### config.mk
export PLATFORM = sky130hd
export DESIGN_NAME = phc_top
export DESIGN_NICKNAME = d
export VERILOG_FILES = /design/src/hw/phc_pkg.sv /design/src/hw/phc_delay.sv /design/src/hw/phc_top.sv
export SDC_FILE = /design/constraint.sdc
export NUM_CORES = 1
export LEC_CHECK = 0
export BUFFER_PORTS_ARGS = -buffer_cell sky130_fd_sc_hd__buf_2
export CORE_UTILIZATION = 55
export DETAILED_ROUTE_END_ITERATION = 8
export PLACE_DENSITY = 0.77
export SLEW_MARGIN = 20
export SYNTH_ARGS = -nofsm -noshare
export SYNTH_HDL_FRONTEND = slang
export SYNTH_SLANG_ARGS = --single-unit
export TNS_END_PERCENT = 10
### constraint.sdc
create_clock -name sys_clk -period 5.5 [get_ports sys_clk]
set_input_delay 0.825 -clock sys_clk [delete_from_list [all_inputs] [get_ports sys_clk]]
set_output_delay 0.825 -clock sys_clk [all_outputs]
set_load 0.01 [all_outputs]
### src/hw/phc_pkg.sv
package phc_pkg;

    // ------------------------------------------------------------
    // register map
    // ------------------------------------------------------------
    localparam logic [7:0] DELAY_SHARE_SOFTSTART_CFG_OFS = 8'h10;
    localparam logic [7:0] PROTECTION_POLARITY_CFG_OFS   = 8'h11;
    localparam logic [7:0] HOUSEKEEPING_STATUS_OFS       = 8'h18;
    localparam logic [7:0] CFG_RESET                     = 8'h00;
    localparam logic [7:0] RDATA_UNMAPPED                = 8'h00;
    localparam logic [7:0] PROT_CFG_WMASK                = 8'he7;

    // ------------------------------------------------------------
    // field positions, delay/share/soft-start register
    // ------------------------------------------------------------
    localparam int OFF_DELAY_LSB  = 6;
    localparam int SHARE_CAP_LSB  = 4;
    localparam int SOFT_START_LSB = 2;
    localparam int ADDR_BIT_POS   = 1;
    localparam int TRIM_LOCK_POS  = 0;

    // ------------------------------------------------------------
    // field positions, protection/polarity register
    // ------------------------------------------------------------
    localparam int OC_MASK_POS    = 7;
    localparam int PEN_POL_POS    = 6;
    localparam int BRK_POL_POS    = 5;
    localparam int ZERO_RIDE_POS  = 2;
    localparam int GND_DIS_POS    = 1;
    localparam int BRK_LATCH_POS  = 0;

    // ------------------------------------------------------------
    // pin-5 function codes
    // ------------------------------------------------------------
    localparam logic [2:0] FN_MAINS_LO = 3'h0;
    localparam logic [2:0] FN_MAINS_HI = 3'h1;
    localparam logic [2:0] FN_POS_OV   = 3'h2;
    localparam logic [2:0] FN_POS_UV   = 3'h3;
    localparam logic [2:0] FN_NEG_OV   = 3'h4;
    localparam logic [2:0] FN_NEG_UV   = 3'h5;
    localparam logic [2:0] FN_FLAG     = 3'h6;

    // ------------------------------------------------------------
    // synchroniser bit positions
    // ------------------------------------------------------------
    localparam int SYN_W     = 5;
    localparam int SYN_PIN5  = 0;
    localparam int SYN_MAINS = 1;
    localparam int SYN_PSON  = 2;
    localparam int SYN_OC    = 3;
    localparam int SYN_GND   = 4;

    // ------------------------------------------------------------
    // times in their own units
    // ------------------------------------------------------------
    localparam int CLK_PERIOD_NS  = 10;
    localparam int PSON_DB0_MS    = 80;
    localparam int PSON_DB2_MS    = 40;
    localparam int PSON_DB3_MS    = 160;
    localparam int OFF_WARN0_MS   = 2;
    localparam int OFF_WARN1_MS   = 0;
    localparam int OFF_WARN2_MS   = 1;
    localparam int OFF_WARN3_MS   = 4;
    localparam int SS_RISE0_US    = 300;
    localparam int SS_RISE1_MS    = 10;
    localparam int SS_RISE2_MS    = 20;
    localparam int SS_RISE3_MS    = 40;
    localparam int RIDE_LONG_MS   = 1000;
    localparam int RIDE_SHORT_US  = 128;

endpackage

### src/hw/phc_delay.sv
`timescale 1ns/10ps
`default_nettype none
// output follows the input once it has differed for the selected count
module phc_delay #(
    parameter int W = 32
) (
    // clock and reset
    input  wire logic         sys_clk,
    input  wire logic         reset,
    // level and counts
    input  wire logic         level_in,
    input  wire logic [W-1:0] rise_cycles,
    input  wire logic [W-1:0] fall_cycles,
    // filtered level
    output logic              level_out
);

    logic [W-1:0] cnt;
    logic [W-1:0] next_cnt;
    logic         next_level_out;
    logic [W-1:0] target;

    // ------------------------------------------------------------
    // delay counter
    // ------------------------------------------------------------
    // count zero or one both move the output on the first cycle
    always_comb begin
        target         = level_in ? rise_cycles : fall_cycles;
        next_cnt       = '0;
        next_level_out = level_out;
        if (level_in != level_out) begin
            next_cnt = cnt + 1'b1;
            if (next_cnt >= target) begin
                next_level_out = level_in;
                next_cnt       = '0;
            end
        end
    end

    always_ff @(posedge sys_clk) begin
        if (reset) begin
            cnt       <= '0;
            level_out <= 1'b0;
        end else begin
            cnt       <= next_cnt;
            level_out <= next_level_out;
        end
    end

endmodule
`default_nettype wire

### src/hw/phc_top.sv
`timescale 1ns/10ps
`default_nettype none
// What this block does
// pin-5 positive overvoltage: below clears all flags, above sets fault and ov.
// pin-5 positive undervoltage: below reports only uv, above only fault.
// pin-5 negative overvoltage: below reports only ov, above only fault.
// pin-5 negative undervoltage: below clears all, above sets fault and uv.
// supply-on request debounce select: 80 ms, none, 40 ms, 160 ms.
// output-good turn-off delay select: 2 ms, 0 ms, 1 ms, 4 ms.
// current-share capture band select: 1, 2, 3 or 4 percent.
// soft-start rise time select: 300 us, 10 ms, 20 ms, 40 ms.
// lock bit set rejects writes to trim registers, itself included.
// host unlocks by erasing the stored lock bit and reloading.
// overcurrent mask hides trips from logic; status flag still set.
// low polarity bit plus companion bit set power-enable output polarity.
// low polarity bit plus companion bit set breaker output polarity.
// zero-ridethrough bit picks short microsecond periods instead of seconds.
// ground-check disable removes ground input from fault debounce.
// breaker latch bit: 0 non-latching, 1 latching.
// power-up loads both registers from their stored defaults.
// reserved bits 4 to 3 ignore writes and read as zero.
module phc_top #(
    parameter int unsigned CYC_PER_MS = 1000000 / phc_pkg::CLK_PERIOD_NS
) (
    // clock and reset
    input  wire logic       sys_clk,
    input  wire logic       reset,
    // register port
    input  wire logic [7:0] reg_addr,
    input  wire logic [7:0] reg_wdata,
    input  wire logic       reg_wr,
    input  wire logic       reg_rd,
    output logic      [7:0] reg_rdata,
    // stored defaults
    input  wire logic       ee_load,
    input  wire logic [7:0] ee_cfg4,
    input  wire logic [7:0] ee_cfg5,
    // settings held in neighbouring registers
    input  wire logic [2:0] pin5_function_sel,
    input  wire logic [1:0] pson_debounce_sel,
    input  wire logic [1:0] ridethrough_sel,
    input  wire logic       power_enable_polarity_hi,
    input  wire logic       breaker_polarity_hi,
    // pins from outside the clock domain
    input  wire logic       pin5_above,
    input  wire logic       mains_ok_in,
    input  wire logic       pson_req_in,
    input  wire logic       oc_trip_in,
    input  wire logic       gnd_ok_in,
    // power-management logic
    input  wire logic       pen_request,
    input  wire logic       output_good_in,
    input  wire logic       breaker_clear,
    // results
    output logic            pin5_fault_flag,
    output logic            pin5_ov_flag,
    output logic            pin5_uv_flag,
    output logic            mains_good_output,
    output logic            pson_debounced,
    output logic            output_good_signal,
    output logic      [2:0] share_band_pct,
    output logic            soft_start_busy,
    output logic            oc_status,
    output logic            oc_to_logic,
    output logic            oc_shutdown,
    output logic            pm_fault,
    output logic            power_enable_output,
    output logic            breaker_output,
    output logic            trim_locked
);

    // ------------------------------------------------------------
    // helpers
    // ------------------------------------------------------------
    function automatic logic [31:0] ms_cyc(input logic [31:0] ms);
        ms_cyc = ms * CYC_PER_MS;
    endfunction

    function automatic logic [31:0] us_cyc(input logic [31:0] us);
        us_cyc = (us * CYC_PER_MS) / 1000;
    endfunction

    // ------------------------------------------------------------
    // configuration registers
    // ------------------------------------------------------------
    logic [7:0] cfg4;
    logic [7:0] cfg5;
    logic [7:0] next_cfg4;
    logic [7:0] next_cfg5;
    logic [7:0] next_rdata;
    logic [7:0] status;
    logic       next_trim_locked;
    logic       wr_ok;

    // register writes, lock and power-up load
    always_comb begin
        next_cfg4  = cfg4;
        next_cfg5  = cfg5;
        wr_ok      = reg_wr && !cfg4[phc_pkg::TRIM_LOCK_POS];
        if (ee_load) begin
            next_cfg4 = ee_cfg4;
            next_cfg5 = ee_cfg5 & phc_pkg::PROT_CFG_WMASK;
        end else if (wr_ok) begin
            if (reg_addr == phc_pkg::DELAY_SHARE_SOFTSTART_CFG_OFS)
                next_cfg4 = reg_wdata;
            if (reg_addr == phc_pkg::PROTECTION_POLARITY_CFG_OFS)
                next_cfg5 = reg_wdata & phc_pkg::PROT_CFG_WMASK;
        end
        next_trim_locked = next_cfg4[phc_pkg::TRIM_LOCK_POS];
        next_rdata = reg_rdata;
        if (reg_rd) begin
            case (reg_addr)
                phc_pkg::DELAY_SHARE_SOFTSTART_CFG_OFS: next_rdata = cfg4;
                phc_pkg::PROTECTION_POLARITY_CFG_OFS:   next_rdata = cfg5;
                phc_pkg::HOUSEKEEPING_STATUS_OFS:       next_rdata = status;
                default:                                next_rdata = phc_pkg::RDATA_UNMAPPED;
            endcase
        end
    end

    always_ff @(posedge sys_clk) begin
        if (reset) begin
            cfg4        <= phc_pkg::CFG_RESET;
            cfg5        <= phc_pkg::CFG_RESET;
            reg_rdata   <= phc_pkg::RDATA_UNMAPPED;
            trim_locked <= 1'b0;
        end else begin
            cfg4        <= next_cfg4;
            cfg5        <= next_cfg5;
            reg_rdata   <= next_rdata;
            trim_locked <= next_trim_locked;
        end
    end

    // ------------------------------------------------------------
    // pin synchronisers
    // ------------------------------------------------------------
    logic [phc_pkg::SYN_W-1:0] syn1;
    logic [phc_pkg::SYN_W-1:0] syn2;
    logic [phc_pkg::SYN_W-1:0] syn3;
    logic [phc_pkg::SYN_W-1:0] pins;
    logic [phc_pkg::SYN_W-1:0] next_pins;
    logic [phc_pkg::SYN_W-1:0] raw_pins;

    // a bit moves once the second and third stage agree
    always_comb begin
        raw_pins = '0;
        raw_pins[phc_pkg::SYN_PIN5]  = pin5_above;
        raw_pins[phc_pkg::SYN_MAINS] = mains_ok_in;
        raw_pins[phc_pkg::SYN_PSON]  = pson_req_in;
        raw_pins[phc_pkg::SYN_OC]    = oc_trip_in;
        raw_pins[phc_pkg::SYN_GND]   = gnd_ok_in;
        next_pins = (syn2 & syn3) | (pins & (syn2 | syn3));
    end

    always_ff @(posedge sys_clk) begin
        if (reset) begin
            syn1 <= '0;
            syn2 <= '0;
            syn3 <= '0;
            pins <= '0;
        end else begin
            syn1 <= raw_pins;
            syn2 <= syn1;
            syn3 <= syn2;
            pins <= next_pins;
        end
    end

    // ------------------------------------------------------------
    // pin-5 threshold compare
    // ------------------------------------------------------------
    logic [2:0] next_flags;
    logic       next_mains_good;
    logic       above;

    // flags ordered fault, ov, uv
    always_comb begin
        above           = pins[phc_pkg::SYN_PIN5];
        next_mains_good = 1'b0;
        case (pin5_function_sel)
            phc_pkg::FN_MAINS_LO: begin
                next_flags      = 3'h0;
                next_mains_good = !pins[phc_pkg::SYN_MAINS];
            end
            phc_pkg::FN_MAINS_HI: begin
                next_flags      = 3'h0;
                next_mains_good = pins[phc_pkg::SYN_MAINS];
            end
            phc_pkg::FN_POS_OV: next_flags = above ? 3'h6 : 3'h0;
            phc_pkg::FN_POS_UV: next_flags = above ? 3'h4 : 3'h1;
            phc_pkg::FN_NEG_OV: next_flags = above ? 3'h4 : 3'h2;
            phc_pkg::FN_NEG_UV: next_flags = above ? 3'h5 : 3'h0;
            phc_pkg::FN_FLAG:   next_flags = above ? 3'h4 : 3'h0;
            default:            next_flags = 3'h0;
        endcase
    end

    always_ff @(posedge sys_clk) begin
        if (reset) begin
            pin5_fault_flag   <= 1'b0;
            pin5_ov_flag      <= 1'b0;
            pin5_uv_flag      <= 1'b0;
            mains_good_output <= 1'b0;
        end else begin
            pin5_fault_flag   <= next_flags[2];
            pin5_ov_flag      <= next_flags[1];
            pin5_uv_flag      <= next_flags[0];
            mains_good_output <= next_mains_good;
        end
    end

    // ------------------------------------------------------------
    // timing selection
    // ------------------------------------------------------------
    logic [31:0] pson_cyc;
    logic [31:0] off_cyc;
    logic [31:0] ss_cyc;
    logic [31:0] ride_cyc;
    logic [31:0] ride_step;

    always_comb begin
        case (pson_debounce_sel)
            2'h0:    pson_cyc = ms_cyc(phc_pkg::PSON_DB0_MS);
            2'h2:    pson_cyc = ms_cyc(phc_pkg::PSON_DB2_MS);
            2'h3:    pson_cyc = ms_cyc(phc_pkg::PSON_DB3_MS);
            default: pson_cyc = '0;
        endcase
        case (cfg4[phc_pkg::OFF_DELAY_LSB +: 2])
            2'h0:    off_cyc = ms_cyc(phc_pkg::OFF_WARN0_MS);
            2'h1:    off_cyc = ms_cyc(phc_pkg::OFF_WARN1_MS);
            2'h2:    off_cyc = ms_cyc(phc_pkg::OFF_WARN2_MS);
            default: off_cyc = ms_cyc(phc_pkg::OFF_WARN3_MS);
        endcase
        case (cfg4[phc_pkg::SOFT_START_LSB +: 2])
            2'h0:    ss_cyc = us_cyc(phc_pkg::SS_RISE0_US);
            2'h1:    ss_cyc = ms_cyc(phc_pkg::SS_RISE1_MS);
            2'h2:    ss_cyc = ms_cyc(phc_pkg::SS_RISE2_MS);
            default: ss_cyc = ms_cyc(phc_pkg::SS_RISE3_MS);
        endcase
        ride_step = cfg5[phc_pkg::ZERO_RIDE_POS] ? us_cyc(phc_pkg::RIDE_SHORT_US)
                                                 : ms_cyc(phc_pkg::RIDE_LONG_MS);
        ride_cyc  = ride_step * ({30'h0, ridethrough_sel} + 32'h1);
    end

    // ------------------------------------------------------------
    // delay filters
    // ------------------------------------------------------------
    logic ramp_done;
    logic oc_held;

    // supply-on request, both edges filtered
    phc_delay u_pson (
        .sys_clk     (sys_clk),
        .reset       (reset),
        .level_in    (pins[phc_pkg::SYN_PSON]),
        .rise_cycles (pson_cyc),
        .fall_cycles (pson_cyc),
        .level_out   (pson_debounced)
    );

    // output good rises at once and falls after the warning delay
    phc_delay u_off_warn (
        .sys_clk     (sys_clk),
        .reset       (reset),
        .level_in    (output_good_in),
        .rise_cycles (32'h0),
        .fall_cycles (off_cyc),
        .level_out   (output_good_signal)
    );

    // soft-start ramp timer
    phc_delay u_soft_start (
        .sys_clk     (sys_clk),
        .reset       (reset),
        .level_in    (pen_request),
        .rise_cycles (ss_cyc),
        .fall_cycles (32'h0),
        .level_out   (ramp_done)
    );

    // overcurrent ridethrough
    phc_delay u_ride (
        .sys_clk     (sys_clk),
        .reset       (reset),
        .level_in    (oc_to_logic),
        .rise_cycles (ride_cyc),
        .fall_cycles (32'h0),
        .level_out   (oc_held)
    );

    // ------------------------------------------------------------
    // protection and outputs
    // ------------------------------------------------------------
    logic       brk_state;
    logic       next_brk_state;
    logic       next_oc_status;
    logic       next_oc_to_logic;
    logic       next_pm_fault;
    logic       next_pen_out;
    logic       next_brk_out;
    logic       next_ss_busy;
    logic [2:0] next_band;

    always_comb begin
        next_oc_status   = pins[phc_pkg::SYN_OC];
        next_oc_to_logic = pins[phc_pkg::SYN_OC] && !cfg5[phc_pkg::OC_MASK_POS];
        next_pm_fault    = oc_held || (!pins[phc_pkg::SYN_GND]
                           && !cfg5[phc_pkg::GND_DIS_POS]);
        // a new trip wins over a clear in the same cycle
        next_brk_state   = oc_held || (cfg5[phc_pkg::BRK_LATCH_POS]
                           && brk_state && !breaker_clear);
        next_pen_out     = pen_request ^ cfg5[phc_pkg::PEN_POL_POS]
                           ^ power_enable_polarity_hi;
        next_brk_out     = next_brk_state ^ cfg5[phc_pkg::BRK_POL_POS]
                           ^ breaker_polarity_hi;
        next_ss_busy     = pen_request && !ramp_done;
        next_band        = {1'b0, cfg4[phc_pkg::SHARE_CAP_LSB +: 2]} + 3'h1;
    end

    always_ff @(posedge sys_clk) begin
        if (reset) begin
            oc_status           <= 1'b0;
            oc_to_logic         <= 1'b0;
            oc_shutdown         <= 1'b0;
            pm_fault            <= 1'b0;
            brk_state           <= 1'b0;
            power_enable_output <= 1'b0;
            breaker_output      <= 1'b0;
            soft_start_busy     <= 1'b0;
            share_band_pct      <= 3'h1;
        end else begin
            oc_status           <= next_oc_status;
            oc_to_logic         <= next_oc_to_logic;
            oc_shutdown         <= oc_held;
            pm_fault            <= next_pm_fault;
            brk_state           <= next_brk_state;
            power_enable_output <= next_pen_out;
            breaker_output      <= next_brk_out;
            soft_start_busy     <= next_ss_busy;
            share_band_pct      <= next_band;
        end
    end

    // status readback
    assign status = {brk_state, oc_status, pm_fault, soft_start_busy,
                     output_good_signal, pin5_fault_flag, pin5_ov_flag, pin5_uv_flag};
endmodule
`default_nettype wire

==> flow_metrics.env, run 1 <==
export IMPL_synth_edf_count=0
export IMPL_place_area_um2=11500
export IMPL_cts_root_buf="clkbuf_16"
export IMPL_firstDrtPassIters=5
export IMPL_start_util_pct=56.6
export IMPL_synth_top_area_cell="dfxtp_1"
export IMPL_r2r_start="cfg5[2]"
export IMPL_drive_gt1_share_pct=11.0
export IMPL_worstMarginPinSlew_ns=0.924
export IMPL_fin_crit_sh_pct=93.8
export IMPL_synth_common_cells="189 x dfxtp_1, 121 x nor2_1, 101 x ha_1"
export IMPL_die_w_um=141
export IMPL_yosys_cell_types_count=62
export IMPL_crit_arrival_ns=5.52
export IMPL_ys_seq_area_share_pct=35.5
export IMPL_yosysMostFrequentCell="dfxtp_1"
export IMPL_cp_depth=22
export IMPL_ir_worst_vdd_uv=219
export IMPL_fmax_mhz=194
export IMPL_post_place_cells=1588
export IMPL_synth_cells=1235
export IMPL_hold_viol_final=0
export IMPL_wl_per_cell_um=14.7
export IMPL_slew_headroom_pct=38.3
export IMPL_grt_max_degree=44
export IMPL_cts_clk_slew_worst_paths_ns=0.07
export IMPL_cts_num_sinks=189
export IMPL_fillCellCount=1649
export IMPL_grt_pass1_vias=8634
export IMPL_place_hpwl_um=17800
export IMPL_layoutNonFillerInstCount=1622
export IMPL_hold_path_endpoint="share_band_pct[0]"
export IMPL_track_usage_pct=25.1
export IMPL_synthTopCellsByArea="dfxtp_1 35%, ha_1 12%, xnor2_1 6.1%, nor2b_1 4.4%, nor2_1 4.3%"
export IMPL_die_h_um=141
export IMPL_fin_area_um2=12200
export IMPL_vias=8869
export IMPL_drc=0
export IMPL_rrSetupSlack_ns=0.47
export IMPL_hold_path_class="reg2reg"
export IMPL_drt_wl_total_um=23800
export IMPL_min_from="cfg4[4]"
export IMPL_finalPower_w=0.00301
export IMPL_rsz0062_at_grt="no"
export IMPL_viasPerCell=5.47
export IMPL_drv_slew=0
export IMPL_tns_ns=0
export IMPL_avgSynthCellArea_um2=8.63
export IMPL_area_growth_pct=14.0
export IMPL_ant_nets=0
export IMPL_cts_setup_buffers=0
export IMPL_met3_length_um=976
export IMPL_async_reset_ff_share_pct=0
export IMPL_max_stage_delay_ns=0.42
export IMPL_yosys_warnings=0
export IMPL_grt_pass1_wl_um=40300
export IMPL_synth_top_flop_cell="dfxtp_1"
export IMPL_std_cell_rows=50
export IMPL_cpMostUsedCell="ha_1"
export IMPL_fin_util_pct=64.5
export IMPL_status="complete, no violations"
export IMPL_numPortBuffers=76
export IMPL_holdPathStages=1
export IMPL_antenna_found_initial=3
export IMPL_synth_top_cell_area_share_pct=35.5
export IMPL_core_area_um2=18800
export IMPL_drtIter0Drc=464
export IMPL_r2r_end="u_ride.cnt[25]"
export IMPL_worstSetupPathType="in2reg"
export IMPL_gp_congestion=0.904
export IMPL_crit_path_end_kind="flop"
export IMPL_dr_max_layer_used="met5"
export IMPL_top_level_ports=79
export IMPL_htree_levels=4
export IMPL_start_kind="primary input"
export IMPL_slowest_stage="a2111oi_1"
export IMPL_worstPathMaxFanout=30
export IMPL_critical_path_cell_chain="buf_2, ha_2, nor2b_1, ha_1, a21o_1, ha_1, inv_1, o21bai_1, a2111oi_1, a211oi_1, a211o_1, xor2_1, nand2_1, ha_1, a21o_1, a211oi_1, nand3_1, nor3_1, o22ai_1, or3_1, buf_12, nor2b_1"
export IMPL_p_per_area_nw_per_um2=247
export IMPL_rr_worst_depth=19
export IMPL_netlist_area_um2=10700
export IMPL_cp_num_buf_inv=3
export IMPL_ys_ff_latch=189
export IMPL_crit_family="compound AO/OA/AOI/OAI gates"
export IMPL_insertion_delay_ns=0.43
export IMPL_nets=1503
export IMPL_wl_met2_um=11500
export IMPL_grt_overflow=0
export IMPL_cts_tree="yes"
export IMPL_drv_cap=0
export IMPL_wirelength_met1_um=10900
export IMPL_skew_ns=0.00966
export IMPL_cts_buffers_inserted=17
export IMPL_required_ns=5.86
export IMPL_p_leak_nw=5.25
export IMPL_fin_crit_ns=5.16
export IMPL_finalSetupViolCount=0
export IMPL_die_area_um2=19900
export IMPL_cts_buffer_depth=2
-- final cells by class --
type | count | area, µm² | share of cell area, %
multi-input cells | 1003 | 6720 | 55.2
flip-flops and latches | 189 | 3780 | 31.1
repair buffers | 100 | 573 | 4.71
clock buffers | 20 | 467 | 3.84
well taps | 260 | 325 | 2.68
clock inverters | 12 | 150 | 1.24
inverters | 36 | 135 | 1.11
diodes | 2 | 5.00 | 0.0412
-- power breakdown --
| part | leakage, nW | internal, W | total (W) | switching [W] |
|---|---|---|---|---|
| Combinational | 3.41 | 0.000140 | 0.000306 | 0.000166 |
| Clock | 0.302 | 0.000720 | 0.00128 | 0.000560 |
| Sequential | 1.54 | 0.00140 | 0.00142 | 0.0000244 |
-- kinds of logic (layout without fill, tap and decap cells) --
family	Yosys count	after routing	share of synthesized area, %
AOI/OAI and AO/OA	173	173	10.4
and+or+nand+nor	550	550	27.1
muxes	28	28	2.64
other	1	36	0.0352
buffers and inverters	76	168	2.77
adders and majority gates	103	103	12.1
xor gates and xnor gates	115	115	9.45
DFF	189	189	35.5
-- worst reg2reg max path: stages, from the launching register on --
cell	delay, ns
dfxtp_1	0.60
nor2_1	0.16
fa_1	0.43
ha_1	0.32
a41oi_2	0.18
o21bai_1	0.11
a2111oi_1	0.42
a211oi_1	0.11
a211o_1	0.31
xor2_1	0.16
nand2_1	0.08
ha_1	0.36
a21o_1	0.17
a211oi_1	0.30
nand3_1	0.12
nor3_1	0.27
o22ai_1	0.14
or3_1	0.40
buf_12	0.18
nor2b_1	0.13
-- sequential cells by signal, summed over array words and instances, names as in the netlist, 3 cells and up --
| register | flops |
|---|---|
| cfg4 | 8 |
| cfg5 | 6 |
| pins | 5 |
| reg_rdata | 8 |
| share_band_pct | 3 |
| syn1 | 5 |
| syn2 | 5 |
| syn3 | 5 |
| u_off_warn.cnt | 32 |
| u_pson.cnt | 32 |
| u_ride.cnt | 32 |
| u_soft_start.cnt | 32 |
-- placed cells by master (no fill, tap or decap), types with 41 or more instances in the layout --
cell type	count
dfxtp_1	189
nor2_1	121
ha_1	100
nand2_1	99
buf_2	76
nor2b_1	75
xnor2_1	74
and3_1	60
a21oi_1	60
nand3_1	59
xor2_1	41
-- metal layers --
| layer | global-route usage [%] | vias up |
|---|---|---|
| met1 | 31.5 | 4131 |
| met5 | 0 | - |
| met2 | 43.4 | 160 |
| met4 | 7.61 | 2 |
| li1 | - | 4544 |
| met3 | 4.86 | 32 |
-- worst max-delay path by stage --
| stage | from | to | slack (ns) |
|---|---|---|---|
| 2_1_floorplan | ridethrough_sel[0] | u_ride.cnt[10] | 0.06 |
| 3_3_place_gp | ridethrough_sel[0] | u_ride.cnt[12] | -0.09 |
| 3_5_place_dp | ridethrough_sel[0] | u_ride.cnt[25] | -0.20 |
| 4_1_cts | ridethrough_sel[0] | u_ride.cnt[25] | 0.21 |
| 5_1_grt | ridethrough_sel[1] | u_ride.cnt[15] | 0.002 |
| 6_report | ridethrough_sel[1] | u_ride.cnt[25] | 0.34 |
-- what timing repair did --
action                                  4_1_cts  5_1_grt
endpoints found under the setup margin        0       31
resized for setup                             0        3
hold endpoints to repair                      0        0
hold buffers                                  0        0
-- through the flow --
stage | setup WS (ns) | hold slack (ns)
after CTS | 0.208 | 0.429
after detailed placement | -0.197 | 0.409
final | 0.340 | 0.430
after floorplan | 0.0639 | 0.385
after global placement | -0.0899 | 0.406
after global routing | 0.00245 | 0.450
Note: power is estimated with default switching activity, not from simulation.
==> run 2, diff against run 1 <==
CORE_ASPECT_RATIO = 0.75   (was default)
==> flow_metrics.env, run 2 (synthesis gave the netlist of run 1 again) <==
export IMPL_finalSetupViolCount=0
export IMPL_nets=1505
export IMPL_hold_buffers=0
export IMPL_rsz0062_at_grt="no"
export IMPL_fmax_mhz=194
export IMPL_numPortBuffers=76
export IMPL_slew_headroom_pct=37.5
export IMPL_crit_arrival_ns=5.53
export IMPL_firstDrtPassIters=5
export IMPL_final_common_cell="dfxtp_1"
export IMPL_die_area_um2=19900
export IMPL_hold_path_class="reg2reg"
export IMPL_drive_gt1_share_pct=10.9
export IMPL_layout_setup_ws_ns=0.347
export IMPL_grt_overflow=0
export IMPL_ir_worst_vdd_uv=198
export IMPL_cts_buffers_inserted=17
export IMPL_top_level_ports=79
export IMPL_swShare_pct=26.0
export IMPL_layout_common_cells="189 x dfxtp_1, 121 x nor2_1, 101 x ha_1"
export IMPL_hold_path_endpoint="syn2[2]"
export IMPL_clkPwrFrac_pct=42.8
export IMPL_dp_slack_ns=-0.0782
export IMPL_combPwrFrac_pct=10.3
export IMPL_die_w_um=163
export IMPL_required_ns=5.88
export IMPL_viasPerCell=5.53
export IMPL_cts_buffer_depth=2
export IMPL_vias=8896
export IMPL_gp_congestion=0.894
export IMPL_cts_setup_buffers=0
export IMPL_hold_viol_final=0
export IMPL_min_from="syn1[2]"
export IMPL_crit_path_end_kind="flop"
export IMPL_wl_per_cell_um=15.2
export IMPL_fin_crit_ns=5.15
export IMPL_track_usage_pct=25.0
export IMPL_antenna_found_initial=1
export IMPL_drv_slew=0
export IMPL_cts_tree="yes"
export IMPL_postCtsResizedCells=0
export IMPL_worstSetupPathType="in2reg"
export IMPL_rr_worst_depth=19
export IMPL_fillCellCount=1580
export IMPL_r2r_end="u_ride.cnt[2]"
export IMPL_regArea_um2=3780
export IMPL_drc=0
export IMPL_std_cell_rows=43
export IMPL_die_h_um=123
export IMPL_status="complete, no violations"
export IMPL_multiInputGateArea_um2=6710
export IMPL_start_util_pct=56.9
export IMPL_core_area_um2=18700
export IMPL_worstPathMaxFanout=30
export IMPL_grt_max_degree=61
export IMPL_p_leak_nw=5.27
export IMPL_htree_levels=4
export IMPL_fin_crit_sh_pct=93.7
export IMPL_skew_ns=0.00816
export IMPL_area_growth_pct=13.9
export IMPL_drtIter0Drc=627
export IMPL_insertion_delay_ns=0.44
export IMPL_finalPower_w=0.00303
export IMPL_p_sw_w=0.000786
export IMPL_p_per_area_nw_per_um2=249
export IMPL_grt_pass1_vias=8141
export IMPL_grt_pass1_wl_um=39300
export IMPL_r2r_start="cfg5[2]"
export IMPL_pwr_share_seq_pct=47.0
export IMPL_cts_root_buf="clkbuf_16"
export IMPL_rrSetupSlack_ns=0.49
export IMPL_start_kind="primary input"
export IMPL_drt_wl_total_um=24400
export IMPL_place_hpwl_um=18100
export IMPL_worstMarginPinSlew_ns=0.933
export IMPL_drv_cap=0
export IMPL_fin_util_pct=64.8
export IMPL_cts_clk_slew_worst_paths_ns=0.07
export IMPL_holdPathStages=1
export IMPL_cts_num_sinks=189
export IMPL_ant_nets=0
export IMPL_p_int_w=0.00224
run 2: cell count changes in the layout (fill, tap and decap cells not counted), sizes merged:
cell	change
clkbuf	-2
clkinv	+2
buf	+2
diode	-1
run 2: power groups by stage:
stage | combinational, W | sequential (W) | clock [W]
after global routing | 0.000347 | 0.00143 | 0.00137
after detailed placement | 0.000306 | 0.00145 | 0
after CTS | 0.000308 | 0.00142 | 0.00131
after floorplan | 0.000203 | 0.00145 | 0
final | 0.000311 | 0.00142 | 0.00129
after global placement | 0.000298 | 0.00145 | 0
run 2: worst max-delay path by stage:
stage / start / to / slack [ns] / cells past startpoint
after floorplan: ridethrough_sel[0] / u_ride.cnt[10] / 0.06 / 23
after global placement: ridethrough_sel[0] / u_ride.cnt[29] / 0.006 / 20
after detailed placement: ridethrough_sel[0] / u_ride.cnt[27] / -0.08 / 22
after CTS: ridethrough_sel[0] / u_ride.cnt[2] / 0.37 / 22
after global routing: ridethrough_sel[1] / u_ride.cnt[2] / 0.04 / 22
final: ridethrough_sel[0] / u_ride.cnt[2] / 0.35 / 20
run 2: layer usage:
| layer | track usage [%] | vias to the layer above | part of all wire (%) |
|---|---|---|---|
| met5 | 0 | - | 0 |
| met4 | 8.35 | 0 | 1.7 |
| met3 | 3.95 | 26 | 5.1 |
| met2 | 38.7 | 201 | 43 |
| met1 | 35.4 | 4126 | 50 |
| li1 | - | 4543 | - |
run 2: final cells by class:
| class | count | area share, % |
|---|---|---|
| Tap cell | 247 | 2.55 |
| Multi-Input combinational cell | 1003 | 55.2 |
| Inverter | 36 | 1.11 |
| Timing Repair Buffer | 102 | 4.84 |
| Clock buffer | 18 | 3.62 |
| Clock inverter | 14 | 1.47 |
| Sequential cell | 189 | 31.2 |
| Antenna cell | 1 | 0.0206 |
run 2: metrics by stage:
stage,hold slack [ns],TNS [ns],cells,instance area (µm²)
CTS,0.442,0,1609,12100
global route,0.468,0,1610,12100
detailed placement,0.426,-1.23,1577,11500
finish,0.439,0,1610,12100
global placement,0.415,0,1577,11500
floorplan,0.385,0,1268,10800
run 2: critical path, stage by stage:
cell and delay [ns]:
buf_2 0.11, ha_1 0.38, fa_1 0.44, ha_1 0.30
a41oi_1 0.23, o21bai_1 0.12, a2111oi_1 0.41, a211oi_1 0.11
a211o_1 0.32, xor2_1 0.14, nand2_1 0.07, ha_1 0.37
a21o_1 0.17, a211oi_1 0.29, nand3_1 0.13, nor3_1 0.24
o22ai_1 0.14, or3_1 0.41, buf_12 0.18, nor2_1 0.13
==> run 3, diff against run 2 <==
CORE_MARGIN = 2   (was default)
==> flow_metrics.env, run 3 (synthesis gave the netlist of run 1 again) <==
export IMPL_final_common_cell="dfxtp_1"
export IMPL_worstPathMaxFanout=16
export IMPL_hold_viol_final=0
export IMPL_p_leak_nw=5.23
export IMPL_fin_crit_ns=5.15
export IMPL_status="complete, no violations"
export IMPL_slew_headroom_pct=31.2
export IMPL_rr_worst_depth=19
export IMPL_swShare_pct=24.4
export IMPL_cts_buffer_depth=2
export IMPL_fmax_mhz=194
export IMPL_top_level_ports=79
export IMPL_start_util_pct=55.6
export IMPL_r2r_end="u_ride.cnt[25]"
export IMPL_crit_family="compound AO/OA/AOI/OAI gates"
export IMPL_place_hpwl_um=18500
export IMPL_required_ns=5.86
export IMPL_slowest_stage="a2111oi_1"
export IMPL_cpMostUsedCell="ha_1"
export IMPL_insertion_delay_ns=0.43
export IMPL_place_area_um2=11500
export IMPL_core_area_um2=19200
export IMPL_crit_arrival_ns=5.51
export IMPL_firstDrtPassIters=6
export IMPL_ant_nets=0
export IMPL_met3_length_um=1300
export IMPL_drive_gt1_share_pct=10.8
export IMPL_post_place_cells=1583
export IMPL_cp_depth=22
export IMPL_min_from="syn1[0]"
export IMPL_cts_clk_slew_worst_paths_ns=0.06
export IMPL_cts_tree="yes"
export IMPL_vias=8973
export IMPL_regArea_um2=3780
export IMPL_r2r_start="cfg5[2]"
export IMPL_grt_max_degree=39
export IMPL_grt_pass1_wl_um=40700
export IMPL_fillCellCount=1635
export IMPL_cts_root_buf="clkbuf_16"
export IMPL_dr_max_layer_used="met4"
export IMPL_cts_buffers_inserted=17
export IMPL_die_h_um=125
export IMPL_max_stage_delay_ns=0.44
export IMPL_ir_worst_vdd_uv=194
export IMPL_pwr_share_seq_pct=48.3
export IMPL_drv_slew=0
export IMPL_hold_ws_ns=0.441
export IMPL_std_cell_rows=44
export IMPL_fin_area_um2=12100
export IMPL_track_usage_pct=24.6
export IMPL_crit_path_end_kind="flop"
export IMPL_wl_met2_um=10600
export IMPL_antenna_found_initial=1
export IMPL_endpoint="u_ride.cnt[25]"
export IMPL_cp_num_buf_inv=3
export IMPL_p_sw_w=0.000720
export IMPL_cts_num_sinks=189
export IMPL_layout_common_cells="189 x dfxtp_1, 121 x nor2_1, 100 x ha_1"
export IMPL_grt_pass1_vias=8305
export IMPL_viasPerCell=5.56
export IMPL_gp_congestion=0.899
export IMPL_die_w_um=165
export IMPL_combPwrFrac_pct=10.4
export IMPL_numPortBuffers=76
export IMPL_start_kind="primary input"
export IMPL_rrSetupSlack_ns=0.49
export IMPL_critPathLaunch="ridethrough_sel[1]"
export IMPL_drtIter0Drc=794
export IMPL_fin_crit_sh_pct=93.7
export IMPL_p_per_area_nw_per_um2=243
export IMPL_clkPwrFrac_pct=41.3
export IMPL_die_area_um2=20500
export IMPL_wl_per_cell_um=15.1
export IMPL_drc=0
export IMPL_worstMarginPinSlew_ns=1.02
export IMPL_layoutNonFillerInstCount=1615
export IMPL_htree_levels=4
export IMPL_wirelength_met1_um=12200
export IMPL_multiInputGateArea_um2=6710
export IMPL_area_growth_pct=13.5
export IMPL_drt_wl_total_um=24400
export IMPL_critical_path_cell_chain="buf_2, ha_2, nor2b_1, ha_1, a21o_1, ha_1, inv_1, o21bai_1, a2111oi_1, a211oi_1, a211o_1, xor2_1, nand2_1, ha_1, a21o_1, a211oi_1, nand3_1, nor3_2, o22ai_1, or3_1, buf_4, nor2b_1"
export IMPL_drv_cap=0
export IMPL_skew_ns=0.00958
export IMPL_hold_path_class="reg2reg"
export IMPL_rsz0062_at_grt="no"
export IMPL_grt_overflow=0
export IMPL_nets=1505
export IMPL_finalPower_w=0.00295
export IMPL_finalSetupViolCount=0
export IMPL_worstSetupPathType="in2reg"
export IMPL_p_int_w=0.00223
export IMPL_tns_ns=0
## run 3: changes by cell type in the layout (fill, tap and decap cells not counted), moves of 2 or more
cell,delta
clkinv_4,-3
clkinvlp_4,+2
clkinv_2,+2
inv_6,-3
inv_8,-2
clkbuf_1,+2
## run 3: final cells by class
type	instances	share of cell area, %
antenna	2	0.0414
clock buffer	21	3.80
clock inverter	9	0.931
inverter	36	1.12
multi-input combinational	1003	55.5
sequential	189	31.3
tap	253	2.62
timing repair buffer	102	4.76
## run 3: what timing repair did
item / CTS / global route
resized for setup: 0 / 3
endpoints found under the setup margin: 0 / 30
buffers inserted: 0 / 0
hold buffers: 0 / 0
## run 3: worst min-delay path by stage
stage	end	slack, ns	depth (start not counted)
finish	syn2[0]	0.44	1
global route	syn2[1]	0.46	1
CTS	syn2[0]	0.45	1
detailed placement	syn2[0]	0.43	1
global placement	syn2[2]	0.42	1
floorplan	share_band_pct[0]	0.39	1
## run 3: worst reg2reg max path, stage by stage (launching register included)
cell	delay (ns)
dfxtp_1	0.60
nor2_1	0.15
fa_1	0.41
ha_1	0.31
a41oi_1	0.22
o21bai_1	0.13
a2111oi_1	0.44
a211oi_1	0.11
a211o_1	0.33
xor2_1	0.15
nand2_1	0.07
ha_1	0.37
a21o_1	0.17
a211oi_1	0.29
nand3_1	0.14
nor3_2	0.21
o22ai_1	0.12
or3_1	0.38
buf_4	0.21
nor2b_1	0.13
## run 3: per-stage QoR
stage | setup WS, ns | utilization, %
2_1_floorplan | 0.0639 | -
3_3_place_gp | -0.000407 | 60.1
3_5_place_dp | -0.142 | 60.1
4_1_cts | 0.269 | 63.1
5_1_grt | 0.0520 | 63.2
6_report | 0.347 | 63.2
## run 3: power groups by stage
stage               Sequential [W]  Combinational (W)  Clock [W]
floorplan                  0.00145           0.000203          0
global placement           0.00145           0.000291          0
detailed placement         0.00145           0.000299          0
CTS                        0.00142           0.000303    0.00124
global route               0.00143           0.000343    0.00129
finish                     0.00142           0.000306    0.00122
## run 3: metal layers
layer / vias up / GRT usage [%]
li1: 4549 / -
met1: 4181 / 35.9
met2: 220 / 37.8
met3: 23 / 5.00
met4: 0 / 5.06
met5: - / 0
